File: config.mk
export PLATFORM = sky130hd
export DESIGN_NAME = flash_front
export DESIGN_NICKNAME = d
export VERILOG_FILES = /design/src/common/flash_front_pkg.sv /design/src/core/flash_front.sv
export SDC_FILE = /design/constraint.sdc
export NUM_CORES = 1
export LEC_CHECK = 0
export BUFFER_PORTS_ARGS = -buffer_cell sky130_fd_sc_hd__buf_2
export CORE_MARGIN = 2
export CORE_UTILIZATION = 30
export CTS_BUF_LIST = sky130_fd_sc_hd__clkbuf_8
export DETAILED_ROUTE_END_ITERATION = 10
export PLACE_DENSITY = 0.53
export SLEW_MARGIN = 20
export SYNTH_ARGS = -nofsm -noshare
export SYNTH_HDL_FRONTEND = slang
export SYNTH_SLANG_ARGS = --single-unit
File: constraint.sdc
create_clock -name i_clk -period 4.2 [get_ports i_clk]
set_input_delay 0.21 -clock i_clk [delete_from_list [all_inputs] [get_ports i_clk]]
set_output_delay 0.21 -clock i_clk [all_outputs]
set_load 0.01 [all_outputs]
File: src/common/flash_front_pkg.sv
// shared constants and types for the serial flash instruction front end
package flash_front_pkg;
  // instruction codes
  localparam logic [7:0] CMD_WEN = 8'h06;
  localparam logic [7:0] CMD_WDI = 8'h04;
  localparam logic [7:0] CMD_VWEN = 8'h50;
  localparam logic [7:0] CMD_RSR1 = 8'h05;
  localparam logic [7:0] CMD_RSR2 = 8'h35;
  localparam logic [7:0] CMD_RSR3 = 8'h15;
  localparam logic [7:0] CMD_WSR1 = 8'h01;
  localparam logic [7:0] CMD_WSR2 = 8'h31;
  localparam logic [7:0] CMD_WSR3 = 8'h11;
  localparam logic [7:0] CMD_READ = 8'h03;
  localparam logic [7:0] CMD_FAST = 8'h0B;
  localparam logic [7:0] CMD_DUAL = 8'h3B;
  localparam logic [7:0] CMD_QUAD = 8'h6B;
  // status bit positions and writable masks
  localparam int BIT_BUSY = 0;
  localparam int BIT_LATCH = 1;
  localparam int BIT_REG_LOCK = 0;
  localparam int BIT_QUAD = 1;
  localparam logic [7:0] LOCK_MASK = 8'h38;
  localparam logic [7:0] WR_MASK1 = 8'h7C;
  localparam logic [7:0] WR_MASK2 = 8'h7B;
  localparam logic [7:0] WR_MASK3 = 8'h64;
  // bit counts within a frame
  localparam logic [4:0] LAST_CMD_BIT = 5'h07;
  localparam logic [4:0] LAST_ADDR_BIT = 5'h17;
  localparam logic [4:0] LAST_DUMMY = 5'h07;
  localparam logic [4:0] ONE_BYTE = 5'h08;
  localparam logic [4:0] TWO_BYTES = 5'h10;
  // output lane widths and enables (enable low = driven)
  localparam logic [2:0] LANES_1 = 3'h1;
  localparam logic [2:0] LANES_2 = 3'h2;
  localparam logic [2:0] LANES_4 = 3'h4;
  localparam logic [3:0] OE_N_NONE = 4'hF;
  localparam logic [3:0] OE_N_SINGLE = 4'hD;
  localparam logic [3:0] OE_N_DUAL = 4'hC;
  localparam logic [3:0] OE_N_QUAD = 4'h0;
  // sizes and timing
  localparam int FIFO_DEPTH = 8;
  localparam int CLK_PERIOD_NS = 50;
  localparam int STATUS_WRITE_TIME_NS = 1000000;
  localparam int STATUS_WRITE_CYCLES =
    (STATUS_WRITE_TIME_NS + CLK_PERIOD_NS - 1) / CLK_PERIOD_NS;
  // the three status registers travel together
  typedef struct packed {
    logic [7:0] sr3;
    logic [7:0] sr2;
    logic [7:0] sr1;
  } status_s;
  localparam status_s STATUS_RESET = 24'h000000;
  // array read answer
  typedef struct packed {
    logic valid;
    logic [7:0] data;
  } mem_rsp_s;
  // frame sequencer states
  typedef enum logic [2:0] {
    ST_CMD, ST_ADDR, ST_DUMMY, ST_STAT, ST_WSR, ST_DATA, ST_DONE, ST_IGNORE
  } state_e;
endpackage

File: src/core/flash_front.sv
// serial flash instruction front end: status, write enable and read paths
// Operation
// - write enable instruction sets write enable latch
// - instruction bits sampled on rising clock edges
// - volatile enable leaves latch, qualifies next write
// - write disable instruction clears the latch
// - latch clears on reset and operation completion
// - status shifted out msb first, falling edges
// - status read allowed anytime, repeats until deselect
// - only listed status bits are writable
// - lock bits only return to zero at reset
// - non-volatile write runs timed busy cycle
// - volatile write updates fast, no busy
// - soft reset restores stored non-volatile status values
// - sixteen data bits write registers one and two
// - read code plus address, data msb first
// - address increments, streaming until deselect
// - read while busy is ignored
// - normal read only in single-line mode
// - fast read waits eight dummy clocks
// - dual read drives two bits per clock
// - quad read needs quad enable bit
// - dual lanes carry odd and even bits
// - quad lanes carry nibbles, upper first
`timescale 1ns/10ps
`default_nettype none

// byte buffer between array fetch and serial output
module flash_fifo #(
  parameter int WIDTH = 8,
  parameter int DEPTH = 8
) (
  input wire logic i_clk,
  input wire logic i_rst_n,
  input wire logic i_flush,
  input wire logic i_in_valid,
  output logic o_in_ready,
  input wire logic [WIDTH-1:0] i_in_data,
  output logic o_out_valid,
  input wire logic i_out_ready,
  output logic [WIDTH-1:0] o_out_data
);
  localparam int AW = $clog2(DEPTH);
  logic [WIDTH-1:0] mem_q [DEPTH]; // storage words
  logic [AW:0] wr_q; // write pointer with wrap bit
  logic [AW:0] rd_q; // read pointer with wrap bit
  logic push;
  logic pop;

  // pointer arithmetic relies on a power-of-two depth
  if (DEPTH < 2 || (DEPTH & (DEPTH - 1)) != 0) begin : g_bad_depth
    $error("fifo depth must be a power of two");
  end

  assign o_in_ready = (wr_q - rd_q) != (AW + 1)'(DEPTH);
  assign o_out_valid = wr_q != rd_q;
  assign push = i_in_valid & o_in_ready;
  assign pop = i_out_ready & o_out_valid;
  assign o_out_data = mem_q[rd_q[AW-1:0]];

  // storage has no reset; only written words are ever read
  always_ff @(posedge i_clk) begin
    if (push) begin
      mem_q[wr_q[AW-1:0]] <= i_in_data;
    end
  end

  // pointers; flush empties at once
  always_ff @(posedge i_clk or negedge i_rst_n) begin
    if (!i_rst_n) begin
      wr_q <= '0;
      rd_q <= '0;
    end else if (i_flush) begin
      wr_q <= '0;
      rd_q <= '0;
    end else begin
      if (push) begin
        wr_q <= wr_q + (AW + 1)'(1);
      end
      if (pop) begin
        rd_q <= rd_q + (AW + 1)'(1);
      end
    end
  end
endmodule // flash_fifo

// device-side front end, oversampling the host serial clock
module flash_front #(
  parameter int WSR_CYCLES = flash_front_pkg::STATUS_WRITE_CYCLES,
  parameter int FIFO_WORDS = flash_front_pkg::FIFO_DEPTH
) (
  input wire logic i_clk,
  input wire logic i_rst_n,
  input wire logic i_sclk,
  input wire logic i_cs_n,
  input wire logic [3:0] i_io,
  output logic [3:0] o_io,
  output logic [3:0] o_io_oe_n,
  output logic o_mem_req,
  output logic [23:0] o_mem_addr,
  input wire flash_front_pkg::mem_rsp_s i_mem_rsp,
  input wire logic i_array_busy,
  input wire logic i_array_done,
  input wire logic i_soft_reset,
  output flash_front_pkg::status_s o_status
);
  import flash_front_pkg::*;
  localparam int WW = $clog2(WSR_CYCLES + 1);

  if (WSR_CYCLES < 8) begin : g_bad_wsr
    $error("status write time must be at least eight cycles");
  end

  // synchronisers for pins from the host domain
  logic [1:0] sclk_s_q;
  logic [1:0] cs_s_q;
  logic [3:0] io_s1_q;
  logic [3:0] io_s2_q;
  logic sclk_d_q; // last synchronised clock level
  logic csn_d_q; // last synchronised select level
  logic csn; // synchronised select
  logic si; // synchronised serial input
  logic rise; // host rising edge seen
  logic fall; // host falling edge seen
  logic cs_rise; // end of frame
  // frame sequencer
  state_e state_q;
  state_e dec_state;
  logic [2:0] dec_lanes;
  logic [4:0] cnt_q;
  logic [7:0] code_q;
  logic [7:0] next_byte;
  logic [23:0] addr_q;
  logic [15:0] wdata_q;
  logic [2:0] lanes_q;
  logic dummy_q; // fast variants wait dummy clocks
  // status state
  status_s cur_q; // live status values
  status_s nv_q; // stored non-volatile values
  status_s nx; // status after a write
  status_s view; // status as read out
  logic latch_q; // write enable latch
  logic vwen_q;
  logic wip_q;
  logic [WW-1:0] wip_cnt_q;
  logic busy_all;
  logic done_evt;
  logic wen_set;
  logic latch_clr;
  logic wr_en;
  logic wr_nv;
  logic [7:0] first;
  // output shifter and fetch
  logic [2:0] opos_q;
  logic [7:0] obyte_q;
  logic [7:0] cur_byte;
  logic [7:0] stat_byte;
  logic [3:0] out_q;
  logic [3:0] oe_q;
  logic pop;
  logic fetch_q;
  logic outst_q;
  logic drop_q;
  logic [23:0] faddr_q;
  logic addr_done;
  logic fifo_in_ready;
  logic fifo_out_valid;
  logic [7:0] fifo_out_data;

  // keep read-only bits, take writable ones from the new byte
  function automatic logic [7:0] merge(input logic [7:0] old, input logic [7:0] nw,
                                       input logic [7:0] mask);
    return (old & ~mask) | (nw & mask);
  endfunction

  // lock bits are one-shot; a volatile write may not unlock either
  function automatic logic [7:0] lock(input logic [7:0] old, input logic [7:0] nw,
                                      input logic vol);
    logic [7:0] r;
    r = nw | (old & LOCK_MASK);
    if (vol) begin
      r[BIT_REG_LOCK] = nw[BIT_REG_LOCK] | old[BIT_REG_LOCK];
    end
    return r;
  endfunction

  // place the top bits of a byte on the lanes in use
  function automatic logic [3:0] lane_bits(input logic [7:0] b, input logic [2:0] lanes);
    case (lanes)
      LANES_1: lane_bits = {2'h0, b[7], 1'b0};
      LANES_2: lane_bits = {2'h0, b[7:6]};
      default: lane_bits = b[7:4];
    endcase
  endfunction

  // which lanes are driven for a given width
  function automatic logic [3:0] lane_oe_n(input logic [2:0] lanes);
    case (lanes)
      LANES_1: lane_oe_n = OE_N_SINGLE;
      LANES_2: lane_oe_n = OE_N_DUAL;
      default: lane_oe_n = OE_N_QUAD;
    endcase
  endfunction

  // two flops before anything reads a pin
  always_ff @(posedge i_clk or negedge i_rst_n) begin
    if (!i_rst_n) begin
      sclk_s_q <= 2'h0;
      cs_s_q <= 2'h3;
      io_s1_q <= 4'h0;
      io_s2_q <= 4'h0;
      sclk_d_q <= 1'b0;
      csn_d_q <= 1'b1;
    end else begin
      sclk_s_q <= {sclk_s_q[0], i_sclk};
      cs_s_q <= {cs_s_q[0], i_cs_n};
      io_s1_q <= i_io;
      io_s2_q <= io_s1_q;
      sclk_d_q <= sclk_s_q[1];
      csn_d_q <= cs_s_q[1];
    end
  end

  assign csn = cs_s_q[1];
  assign si = io_s2_q[0];
  assign rise = ~csn & sclk_s_q[1] & ~sclk_d_q;
  assign fall = ~csn & ~sclk_s_q[1] & sclk_d_q;
  assign cs_rise = csn & ~csn_d_q;
  assign next_byte = {shift8(), si};
  assign busy_all = wip_q | i_array_busy;

  function automatic logic [6:0] shift8();
    return code_q[6:0];
  endfunction

  // decode a completed code; only single-line codes exist here
  always_comb begin
    dec_state = ST_IGNORE;
    dec_lanes = LANES_1;
    case (next_byte)
      CMD_WEN, CMD_WDI, CMD_VWEN: dec_state = ST_DONE;
      CMD_RSR1, CMD_RSR2, CMD_RSR3: dec_state = ST_STAT;
      CMD_WSR1, CMD_WSR2, CMD_WSR3: begin
        if ((latch_q | vwen_q) & ~busy_all) begin
          dec_state = ST_WSR;
        end
      end
      CMD_READ, CMD_FAST: begin
        if (!busy_all) begin
          dec_state = ST_ADDR;
        end
      end
      CMD_DUAL: begin
        if (!busy_all) begin
          dec_state = ST_ADDR;
        end
        dec_lanes = LANES_2;
      end
      CMD_QUAD: begin
        if (!busy_all && cur_q.sr2[BIT_QUAD]) begin
          dec_state = ST_ADDR;
        end
        dec_lanes = LANES_4;
      end
      default: dec_state = ST_IGNORE;
    endcase
  end

  // frame sequencer, advanced on host rising edges
  always_ff @(posedge i_clk or negedge i_rst_n) begin
    if (!i_rst_n) begin
      state_q <= ST_CMD;
      cnt_q <= 5'h00;
      code_q <= 8'h00;
      addr_q <= 24'h000000;
      wdata_q <= 16'h0000;
      lanes_q <= LANES_1;
      dummy_q <= 1'b0;
    end else if (csn) begin
      state_q <= ST_CMD;
      cnt_q <= 5'h00;
      code_q <= 8'h00;
    end else if (rise) begin
      case (state_q)
        ST_CMD: begin
          code_q <= next_byte;
          cnt_q <= cnt_q + 5'h01;
          if (cnt_q == LAST_CMD_BIT) begin
            cnt_q <= 5'h00;
            state_q <= dec_state;
            lanes_q <= dec_lanes;
            dummy_q <= next_byte != CMD_READ;
          end
        end
        ST_ADDR: begin
          addr_q <= {addr_q[22:0], si};
          cnt_q <= cnt_q + 5'h01;
          if (cnt_q == LAST_ADDR_BIT) begin
            cnt_q <= 5'h00;
            state_q <= dummy_q ? ST_DUMMY : ST_DATA;
          end
        end
        ST_DUMMY: begin
          // input during these clocks is ignored
          cnt_q <= cnt_q + 5'h01;
          if (cnt_q == LAST_DUMMY) begin
            state_q <= ST_DATA;
          end
        end
        ST_WSR: begin
          wdata_q <= {wdata_q[14:0], si};
          if (cnt_q == TWO_BYTES) begin
            state_q <= ST_IGNORE; // too many bits voids the write
          end else begin
            cnt_q <= cnt_q + 5'h01;
          end
        end
        ST_DONE: state_q <= ST_IGNORE; // extra bits cancel the code
        default: state_q <= state_q;
      endcase
    end
  end

  // status write decode at deselect
  always_comb begin
    wr_en = cs_rise && state_q == ST_WSR &&
            (cnt_q == ONE_BYTE || (cnt_q == TWO_BYTES && code_q == CMD_WSR1));
    wr_nv = ~vwen_q;
    first = (cnt_q == TWO_BYTES) ? wdata_q[15:8] : wdata_q[7:0];
    nx = cur_q;
    case (code_q)
      CMD_WSR1: begin
        nx.sr1 = merge(cur_q.sr1, first, WR_MASK1);
        if (cnt_q == TWO_BYTES) begin
          nx.sr2 = lock(cur_q.sr2, merge(cur_q.sr2, wdata_q[7:0], WR_MASK2), ~wr_nv);
        end
      end
      CMD_WSR2: nx.sr2 = lock(cur_q.sr2, merge(cur_q.sr2, first, WR_MASK2), ~wr_nv);
      CMD_WSR3: nx.sr3 = merge(cur_q.sr3, first, WR_MASK3);
      default: nx = cur_q;
    endcase
  end

  assign done_evt = cs_rise && state_q == ST_DONE;
  assign wen_set = done_evt && code_q == CMD_WEN;
  assign latch_clr = (wip_q && wip_cnt_q == WW'(1)) | i_array_done | i_soft_reset |
                   (done_evt && code_q == CMD_WDI);

  // live status; a soft reset drops volatile values
  always_ff @(posedge i_clk or negedge i_rst_n) begin
    if (!i_rst_n) begin
      cur_q <= STATUS_RESET;
    end else if (i_soft_reset) begin
      cur_q <= nv_q;
    end else if (wr_en) begin
      cur_q <= nx;
    end
  end

  // stored copy follows non-volatile writes, only in the registers written,
  // so volatile values held elsewhere are never committed by accident
  always_ff @(posedge i_clk or negedge i_rst_n) begin
    if (!i_rst_n) begin
      nv_q <= STATUS_RESET;
    end else if (wr_en && wr_nv) begin
      case (code_q)
        CMD_WSR1: begin
          nv_q.sr1 <= nx.sr1;
          if (cnt_q == TWO_BYTES) begin
            nv_q.sr2 <= nx.sr2;
          end
        end
        CMD_WSR2: nv_q.sr2 <= nx.sr2;
        CMD_WSR3: nv_q.sr3 <= nx.sr3;
        default: nv_q <= nv_q;
      endcase
    end
  end

  // write enable latch; a set in the same cycle as a clear wins
  always_ff @(posedge i_clk or negedge i_rst_n) begin
    if (!i_rst_n) begin
      latch_q <= 1'b0;
    end else if (wen_set) begin
      latch_q <= 1'b1;
    end else if (latch_clr) begin
      latch_q <= 1'b0;
    end
  end

  // volatile enable holds only until the next status write
  always_ff @(posedge i_clk or negedge i_rst_n) begin
    if (!i_rst_n) begin
      vwen_q <= 1'b0;
    end else if (done_evt && code_q == CMD_VWEN) begin
      vwen_q <= 1'b1;
    end else if (wr_en || i_soft_reset) begin
      vwen_q <= 1'b0;
    end
  end

  // self-timed non-volatile write cycle
  always_ff @(posedge i_clk or negedge i_rst_n) begin
    if (!i_rst_n) begin
      wip_q <= 1'b0;
      wip_cnt_q <= '0;
    end else if (wr_en && wr_nv) begin
      wip_q <= 1'b1;
      wip_cnt_q <= WW'(WSR_CYCLES);
    end else if (wip_q) begin
      wip_cnt_q <= wip_cnt_q - WW'(1);
      if (wip_cnt_q == WW'(1)) begin
        wip_q <= 1'b0;
      end
    end
  end

  // status as seen by the host
  always_comb begin
    view = cur_q;
    view.sr1[BIT_BUSY] = busy_all;
    view.sr1[BIT_LATCH] = latch_q;
  end
  assign o_status = view;

  // register chosen by the read code, sampled fresh for each byte
  always_comb begin
    case (code_q)
      CMD_RSR2: stat_byte = view.sr2;
      CMD_RSR3: stat_byte = view.sr3;
      default: stat_byte = view.sr1;
    endcase
  end

  // a new byte is taken at each byte boundary; an empty buffer gives stale data
  assign pop = fall && state_q == ST_DATA && opos_q == 3'h0;
  assign cur_byte = (opos_q != 3'h0) ? obyte_q :
                    (state_q == ST_DATA) ? fifo_out_data : stat_byte;

  // output shifter, advanced on host falling edges
  always_ff @(posedge i_clk or negedge i_rst_n) begin
    if (!i_rst_n) begin
      opos_q <= 3'h0;
      obyte_q <= 8'h00;
      out_q <= 4'h0;
      oe_q <= OE_N_NONE;
    end else if (csn) begin
      opos_q <= 3'h0;
      oe_q <= OE_N_NONE;
    end else if (fall && (state_q == ST_STAT || state_q == ST_DATA)) begin
      out_q <= lane_bits(cur_byte, lanes_q);
      oe_q <= lane_oe_n(lanes_q);
      obyte_q <= cur_byte << lanes_q;
      opos_q <= opos_q + lanes_q; // wraps every byte
    end
  end
  assign o_io = out_q;
  assign o_io_oe_n = oe_q;

  assign addr_done = rise && state_q == ST_ADDR && cnt_q == LAST_ADDR_BIT;
  assign o_mem_req = fetch_q & ~outst_q & fifo_in_ready;
  assign o_mem_addr = faddr_q;

  // array prefetch: one read outstanding, stalls when buffer is full
  always_ff @(posedge i_clk or negedge i_rst_n) begin
    if (!i_rst_n) begin
      fetch_q <= 1'b0;
      outst_q <= 1'b0;
      drop_q <= 1'b0;
      faddr_q <= 24'h000000;
    end else begin
      if (csn) begin
        fetch_q <= 1'b0; // read ends at deselect
      end else if (addr_done) begin
        fetch_q <= 1'b1;
        faddr_q <= {addr_q[22:0], si};
      end
      if (o_mem_req) begin
        outst_q <= 1'b1;
        faddr_q <= faddr_q + 24'h000001;
      end else if (i_mem_rsp.valid) begin
        outst_q <= 1'b0;
      end
      if (i_mem_rsp.valid) begin
        drop_q <= 1'b0;
      end else if (csn && outst_q) begin
        drop_q <= 1'b1; // late answer of a closed frame
      end
    end
  end

  flash_fifo #(
    .WIDTH(8),
    .DEPTH(FIFO_WORDS)
  ) u_fifo (
    .i_clk(i_clk),
    .i_rst_n(i_rst_n),
    .i_flush(csn),
    .i_in_valid(i_mem_rsp.valid & outst_q & ~drop_q & fetch_q),
    .o_in_ready(fifo_in_ready),
    .i_in_data(i_mem_rsp.data),
    .o_out_valid(fifo_out_valid),
    .i_out_ready(pop),
    .o_out_data(fifo_out_data)
  );
endmodule // flash_front
`default_nettype wire

==> results of run 1 <==
-- power by group through the flow --
stage	Combinational, uW	Clock [uW]	Sequential (uW)
final	129	2320	2480
after global routing	147	2520	2480
after CTS	134	2410	2480
after detailed placement	124	0	2520
after global placement	120	0	2520
after floorplan	53.1	0	2510
-- cells by family after synthesis --
kind of cell / count (synthesis) / synth area share, %
AOI/OAI and AO/OA: 209 / 12.05
xor gates and xnor gates: 23 / 1.711
adders and majority gates: 12 / 1.339
buffers and inverters: 84 / 3.497
DFF: 245 / 54.88
muxes: 105 / 11.36
and+or+nand+nor: 346 / 15.16
-- state kept, by name (all words and copies together), names as in the netlist, 2 cells and up, named ones only --
register,count
wdata_q,15
lanes_q,3
cs_s_q,2
state_q,3
o_io_oe_n,3
u_fifo.mem_q,64
o_mem_addr,24
addr_q,23
opos_q,3
sclk_s_q,2
o_io,4
code_q,8
wip_cnt_q,15
cnt_q,5
o_status,20
u_fifo.wr_q,4
nv_q,22
obyte_q,8
u_fifo.rd_q,4
-- cells in the final DEF (no fill, tap or decap), drive strengths merged, types with 13 or more instances in the layout --
cell type	count
nand3	32
buf	92
nor2	102
o21ai	52
xnor2	14
mux4	16
edfxtp	64
nand2	102
a21oi	57
mux2	69
dfrtp	174
inv	46
clkbuf	53
a211oi	15
dlygate4sd3	13
nor3	19
mux2i	20
-- cell type report --
type,instances,area (um2)
fillers,3806,24960
flip-flops and latches,245,6460
multi-input cells,695,4921
clock buffers,52,715.7
repair buffers,106,654.4
well taps,518,648.1
clock inverters,30,205.2
inverters,21,78.83
-- through the flow --
| step | utilization, % | instance area, um2 | power (uW) | setup slack [ns] |
|---|---|---|---|---|
| floorplan | - | 11770 | 2567 | 0.8642 |
| global placement | 32.66 | 12620 | 2639 | 0.7785 |
| detailed placement | 32.69 | 12630 | 2643 | 0.7080 |
| CTS | 35.41 | 13680 | 5024 | 0.3788 |
| global route | 35.41 | 13680 | 5147 | 0.2535 |
| finish | 35.41 | 13680 | 4930 | 0.4569 |
-- per-layer routing --
layer  share of wire [%]  wire (um)
met5                   0          0
met4                 2.7        772
met3                 4.1       1157
met2                  48      13710
met1                  45      12760
-- worst max-delay path, stage by stage (launching register included) --
cell	delay, ns
dfrtp_1	0.65
clkinv_1	0.40
ha_1	0.44
o21a_1	0.13
or3_4	0.38
a311o_2	0.40
inv_2	0.32
buf_2	0.21
-- final timing paths --
kind	from	end	slack, ns	cells after the start
min in group i_clk	i_array_done	latch_q	0.22	4
max in group asynchronous	i_rst_n	wdata_q[8]	3.00	3
max reg2reg	u_fifo.rd_q[2]	o_mem_addr[11]	0.74	9
min reg2reg	io_s1_q[0]	io_s2_q[0]	0.34	0
max	u_fifo.rd_q[2]	o_mem_req	0.46	7
min	i_rst_n	o_mem_addr[9]	0.20	2
-- synth_stat cells (10+ instances only) --
cell type  instances  area [um2]
nor3_1            16       80.08
o21ai_0           50       250.2
buf_4             15       112.6
buf_2             13       65.06
nor2_1            96       360.4
mux2i_1           20       200.2
ha_1              11       137.6
mux4_2            16       360.4
mux2_2            69       777.0
dfrtp_1          174        4354
clkbuf_1          27       101.4
xnor2_1           14       122.6
nand2b_1          10       62.56
nand3_1           32       160.2
edfxtp_1          64        1922
a211oi_1          15       112.6
nand2_1           99       371.6
inv_1             19       71.32
a21oi_1           57       285.3
nand4_1           11       68.82
==> run summary, run 1 <==
Hold Path Class: input pin to asynchronous set/reset pin
PD cells: 360.3 nW/um2
average wire per standard cell: 17.04 um
hold buffers post-CTS: 13
Seq pwr share: 50.2%
status: complete, no violations
CTS tree: done
fin cells: 1667
Port Buffers: 73
Leakage: 0.005824 uW
RSZ-0062 raised after global routing: false
die width: 202.1 um
Resized cells post-CTS: 0
grt total ovfl: 0
worst-skew pair later-pin latency: 0.60 ns
Crit path arrival time: 3.53 ns
proportion of synthesized chip area in sequential cells: 54.88%
logic gate share of total power: 2.6%
Initial Util: 30.46%
Sw Pwr: 1115 uW
clock slew at reported path FFs: 0.06 ns
CTS H-Tree Depth: 2
worst-path fanout max: 21
FMAX: 267.2 MHz
Placed Cells: 1572
WP data required: 3.99 ns
Max IR drop VDD: 261.5 uV
Setup Viol. Count Final: 0
clock sinks: 245
Clk network pwr share: 47.1%
Pint: 3815 uW
initial antenna violation count: 0
Final HPWL DP: 18620 um
max_cap viols: 0
critical path type: flop to output port
vias in the first global route: 8424
Relative slew margins: 45.32%
drt first-iter violations: 592
Routed WL: 28410 um
fin. max-slew vios: 0
num ports: 77
GRT busiest layer: met2
TNS Setup: 0 ns
synth warn: 0
CP startpoint kind: flop
drt drc: 0
gpl congestion: 0.7668
final hold slack: 0.2037 ns
Area Overhead vs Synth: 16.24%
routing usage on met3: 2.531%
syn_nets: 1056
sw frac: 22.61%
via count: 8321
root buffer cell: clkbuf_8
Mapped Avg Cell Area: 11.50 um2
Unique masters post-synth: 91
Post-synth EDFFs: 64
global-route wire length before repair: 45980 um
vias per cell: 4.992
GRT Overall Usage: 14.10%
Post-Syn Area: 11770 um2
ys flop type: dfrtp_1
Final Cycle Share: 89.12%
die area: 40840 um2
critical path endpoint category: output port
Die Y-Extent: 202.1 um
Max Root-Sink Buffers: 3
Tightest Pin Transition: 0.8202 ns
fraction of layout cells with a size suffix above 1: 24.63%
DRT Pass-1 Iters: 5
Final Hold Viols: 0
Routed Antenna Nets: 0
antenna cells: 0
Post-Syn Instances: 1024
CTS Buf Count: 45
largest net degree at the start of global routing: 82
fin crit period: 3.743 ns
Cell Rows: 72
Yosys reg bits: 245
met1 GRT Util: 18.38%
Post-CTS Setup Bufs: 0
Async SR Flop Fraction: 73.88%
Placeable Area: 38650 um2
met2 global-route usage: 23.17%
Clock Skews: 0.02362 ns
Post-layout nets: 1146
No activity file was read; power rests on OpenSTA's default activity.
==> run 2: changes to the inputs <==
--- a/config.mk
+++ b/config.mk
@@ -5,6 +5,7 @@
 export SDC_FILE = /design/constraint.sdc
 export NUM_CORES = 1
 export LEC_CHECK = 0
+export ABC_AREA = 1
 export BUFFER_PORTS_ARGS = -buffer_cell sky130_fd_sc_hd__buf_2
 export CORE_MARGIN = 2
 export CORE_UTILIZATION = 30
==> run summary, run 2 <==
Hold Path Class: input pin to flop
Initial Util: 30.50% (+0.042 points)
top post-synthesis cells by area: dfrtp_1 37%, edfxtp_1 16%, nand2_1 9.7%, o21ai_0 5.6%, inv_1 5.1%
DRT Pass-1 Iters: 6 (+1)
proportion of synthesized chip area in sequential cells: 54.55% (-0.33 points)
vias in the first global route: 9380 (+11%)
max FFs per register: 64 (unchanged)
RSZ-0062 raised after global routing: false
Area Overhead vs Synth: 16.39%
Post-Syn Instances: 1365 (+33%)
Port Buffers: 73 (unchanged)
Post-layout nets: 1495 (+30%)
num ports: 77 (unchanged)
CTS tree: done
Crit path arrival time: 3.50 ns (-0.03 ns)
TNS Setup: 0 ns (unchanged)
post-synthesis mux area share: 0.7501% (-11 points)
Yosys reg bits: 245 (unchanged)
fillcell total: 4000 (+5.1%)
Resized cells post-CTS: 0 (unchanged)
worst-skew pair later-pin latency: 0.59 ns (about the same)
largest net degree at the start of global routing: 119 (+45%)
post-synth top area cell: dfrtp_1
WP data required: 3.99 ns (about the same)
GRT Overall Usage: 14.74% (+0.63 points)
Final HPWL DP: 19970 um (+7.2%)
vias per cell: 4.688 (-6.1%)
Async SR Flop Fraction: 73.88% (unchanged)
Final Cycle Share: 88.27% (-0.85 points)
synthesized-area fraction occupied by xor and xnor cells: 2.736% (+1.0 points)
Post-Syn Area: 11840 um2 (+0.61%)
Max Root-Sink Buffers: 3 (unchanged)
clock sinks: 245 (unchanged)
syn_nets: 1397 (+32%)
main combinational cell family by area after synthesis: simple AND/OR/NAND/NOR gates
simple-gate share of the synthesized area: 22.24% (+7.1 points)
Leakage: 0.006326 uW (+8.6%)
most common cell after layout, fill and taps aside: nand2_1
PD cells: 391.6 nW/um2 (+8.7%)
FMAX: 269.7 MHz (+0.96%)
adder-cell share of the synthesized area: 1.331% (-0.0081 points)
Final Hold Viols: 0 (unchanged)
Placeable Area: 38830 um2 (+0.47%)
Routed Antenna Nets: 0 (unchanged)
synth warn: 0 (unchanged)
grt total ovfl: 0 (unchanged)
max_cap viols: 0 (unchanged)
drt drc: 0 (unchanged)
critical path endpoint category: output port
worst slack, placed: 0.7676 ns (+0.05955 ns)
Max stage delay cell, worst path: dfrtp_1
CTS H-Tree Depth: 2 (unchanged)
top-area cell type share of the netlist area: 36.77% (-0.22 points)
PnR worst setup slack: 0.4926 ns (+0.03572 ns)
fraction of layout cells with a size suffix above 1: 13.15% (-11 points)
count leader, synth: nand2_1
die width: 202.7 um (+0.30%)
critical path type: flop to output port
Setup Viol. Count Final: 0 (unchanged)
Relative slew margins: 34.73% (-11 points)
Compound-Gate Fraction of Synth Area: 11.04% (-1.0 points)
critical-path cell list: clkinv_1, ha_1, a21oi_1, xnor2_1, nand3_1, nand2_2, inv_1, buf_2
drt first-iter violations: 525 (-11%)
worst-path fanout max: 19 (-9.5%)
Cell Rows: 72 (unchanged)
clock slew at reported path FFs: 0.06 ns (about the same)
commonest non-fill, non-tap cells in the layout: 305 x nand2_1, 174 x dfrtp_1, 172 x inv_1, 133 x o21ai_0, 129 x nor2_1
Routed WL: 29500 um (+3.9%)
Unique masters post-synth: 47 (-48%)
commonest cells in the netlist: 305 x nand2_1, 174 x dfrtp_1, 160 x inv_1
CP startpoint kind: flop
fin crit period: 3.707 ns (-0.03572 ns)
average wire per standard cell: 14.63 um (-14%)
Clock Skews: 0.02504 ns (+0.001413 ns)
Die Y-Extent: 202.7 um (+0.30%)
global-route wire length before repair: 49050 um (+6.7%)
antenna cells: 0 (unchanged)
gpl congestion: 0.8589 (+12%)
Tightest Pin Transition: 0.9791 ns (+0.1589 ns)
status: complete, no violations
max incr delay on CP: 0.64 ns (about the same)
via count: 9450 (+14%)
die area: 41080 um2 (+0.59%)
Mapped Avg Cell Area: 8.676 um2 (-25%)
initial antenna violation count: 1 (+1)
fin. max-slew vios: 0 (unchanged)
ys flop type: dfrtp_1
Max IR drop VDD: 210.4 uV (-20%)
CTS Buf Count: 45 (unchanged)
Post-synth EDFFs: 64 (unchanged)
root buffer cell: clkbuf_8
-- run 2: changes by cell type after synthesis, sizes merged, moves of 40 or more --
cell,previous run,this run
a21oi,57,17
o21ai,52,161
nand2,102,312
mux2,69,7
nand3,32,112
inv,20,166
-- run 2: routing by layer --
metal  global-route usage [%]  wire (um)  up-vias
li1                         -          -     4719
met1                    20.15      14080     4509
met2                    23.50      13560      175
met3                    2.857       1312       45
met4                    4.823        537        2
met5                        0         13        -
-- run 2: metrics by stage --
stage / area (um2) / cells / power, uW / utilization (%) / hold WS, ns
final: 13780 / 2016 / 5398 / 35.50 / 0.1435
after global routing: 13780 / 2016 / 5689 / 35.50 / 0.1246
after CTS: 13780 / 2016 / 5497 / 35.50 / 0.08591
after detailed placement: 12730 / 1920 / 3157 / 32.80 / 0.3361
after global placement: 12730 / 1920 / 3152 / 32.80 / 0.3344
after floorplan: 11840 / 1365 / 2972 / - / -0.08559
-- run 2: path summary, 6_finish.rpt --
| check | startpoint | to | cells after the start | slack (ns) |
|---|---|---|---|---|
| min reg2reg | sclk_s_q[0] | sclk_s_q[1] | 0 | 0.35 |
| min | i_soft_reset | o_status[20] | 3 | 0.14 |
| max reg2reg | u_fifo.rd_q[2] | o_mem_addr[1] | 10 | 0.75 |
| max in group asynchronous | i_rst_n | addr_q[17] | 3 | 2.91 |
| max | u_fifo.rd_q[2] | o_mem_req | 8 | 0.49 |
| min in group asynchronous | i_rst_n | nv_q[18] | 2 | 0.37 |
-- run 2: repair_timing --
| item | 4_1_cts | 5_1_grt |
|---|---|---|
| hold endpoints to repair | 182 | 0 |
| buffers inserted | 0 | 0 |
| hold buffers | 14 | 0 |
-- run 2: critical path, delay by kind of cell (launching register included) --
family | cells | cell delay (ns)
buffers and inverters | 3 | 0.85
DFF | 1 | 0.64
xor gates and xnor gates | 1 | 0.15
and+or+nand+nor | 2 | 0.60
AOI/OAI and AO/OA | 1 | 0.20
adders and majority gates | 1 | 0.47
-- run 2: final cells by class --
cell class,instances,area (um2),share of cell area [%]
clock buffer,55,757.0,5.492
clock inverter,27,151.4,1.098
inverter,170,638.1,4.630
multi-input combinational,902,4512,32.73
sequential,245,6460,46.87
tap,518,648.1,4.702
timing repair buffer,99,616.8,4.475
-- run 2: kinds of logic after synthesis --
group | Yosys count
AND/OR/NAND/NOR | 613
flip-flops | 245
AO/OA/AOI/OAI | 232
buffers and inverters | 218
XOR/XNOR | 37
adder cells (fa/ha/maj) | 12
multiplexers | 8
-- run 2: report_power, final --
group	switching [uW]	internal (uW)
clock	1030	1250
sequential	68.5	2550
combinational	336	160
total	1430	3960
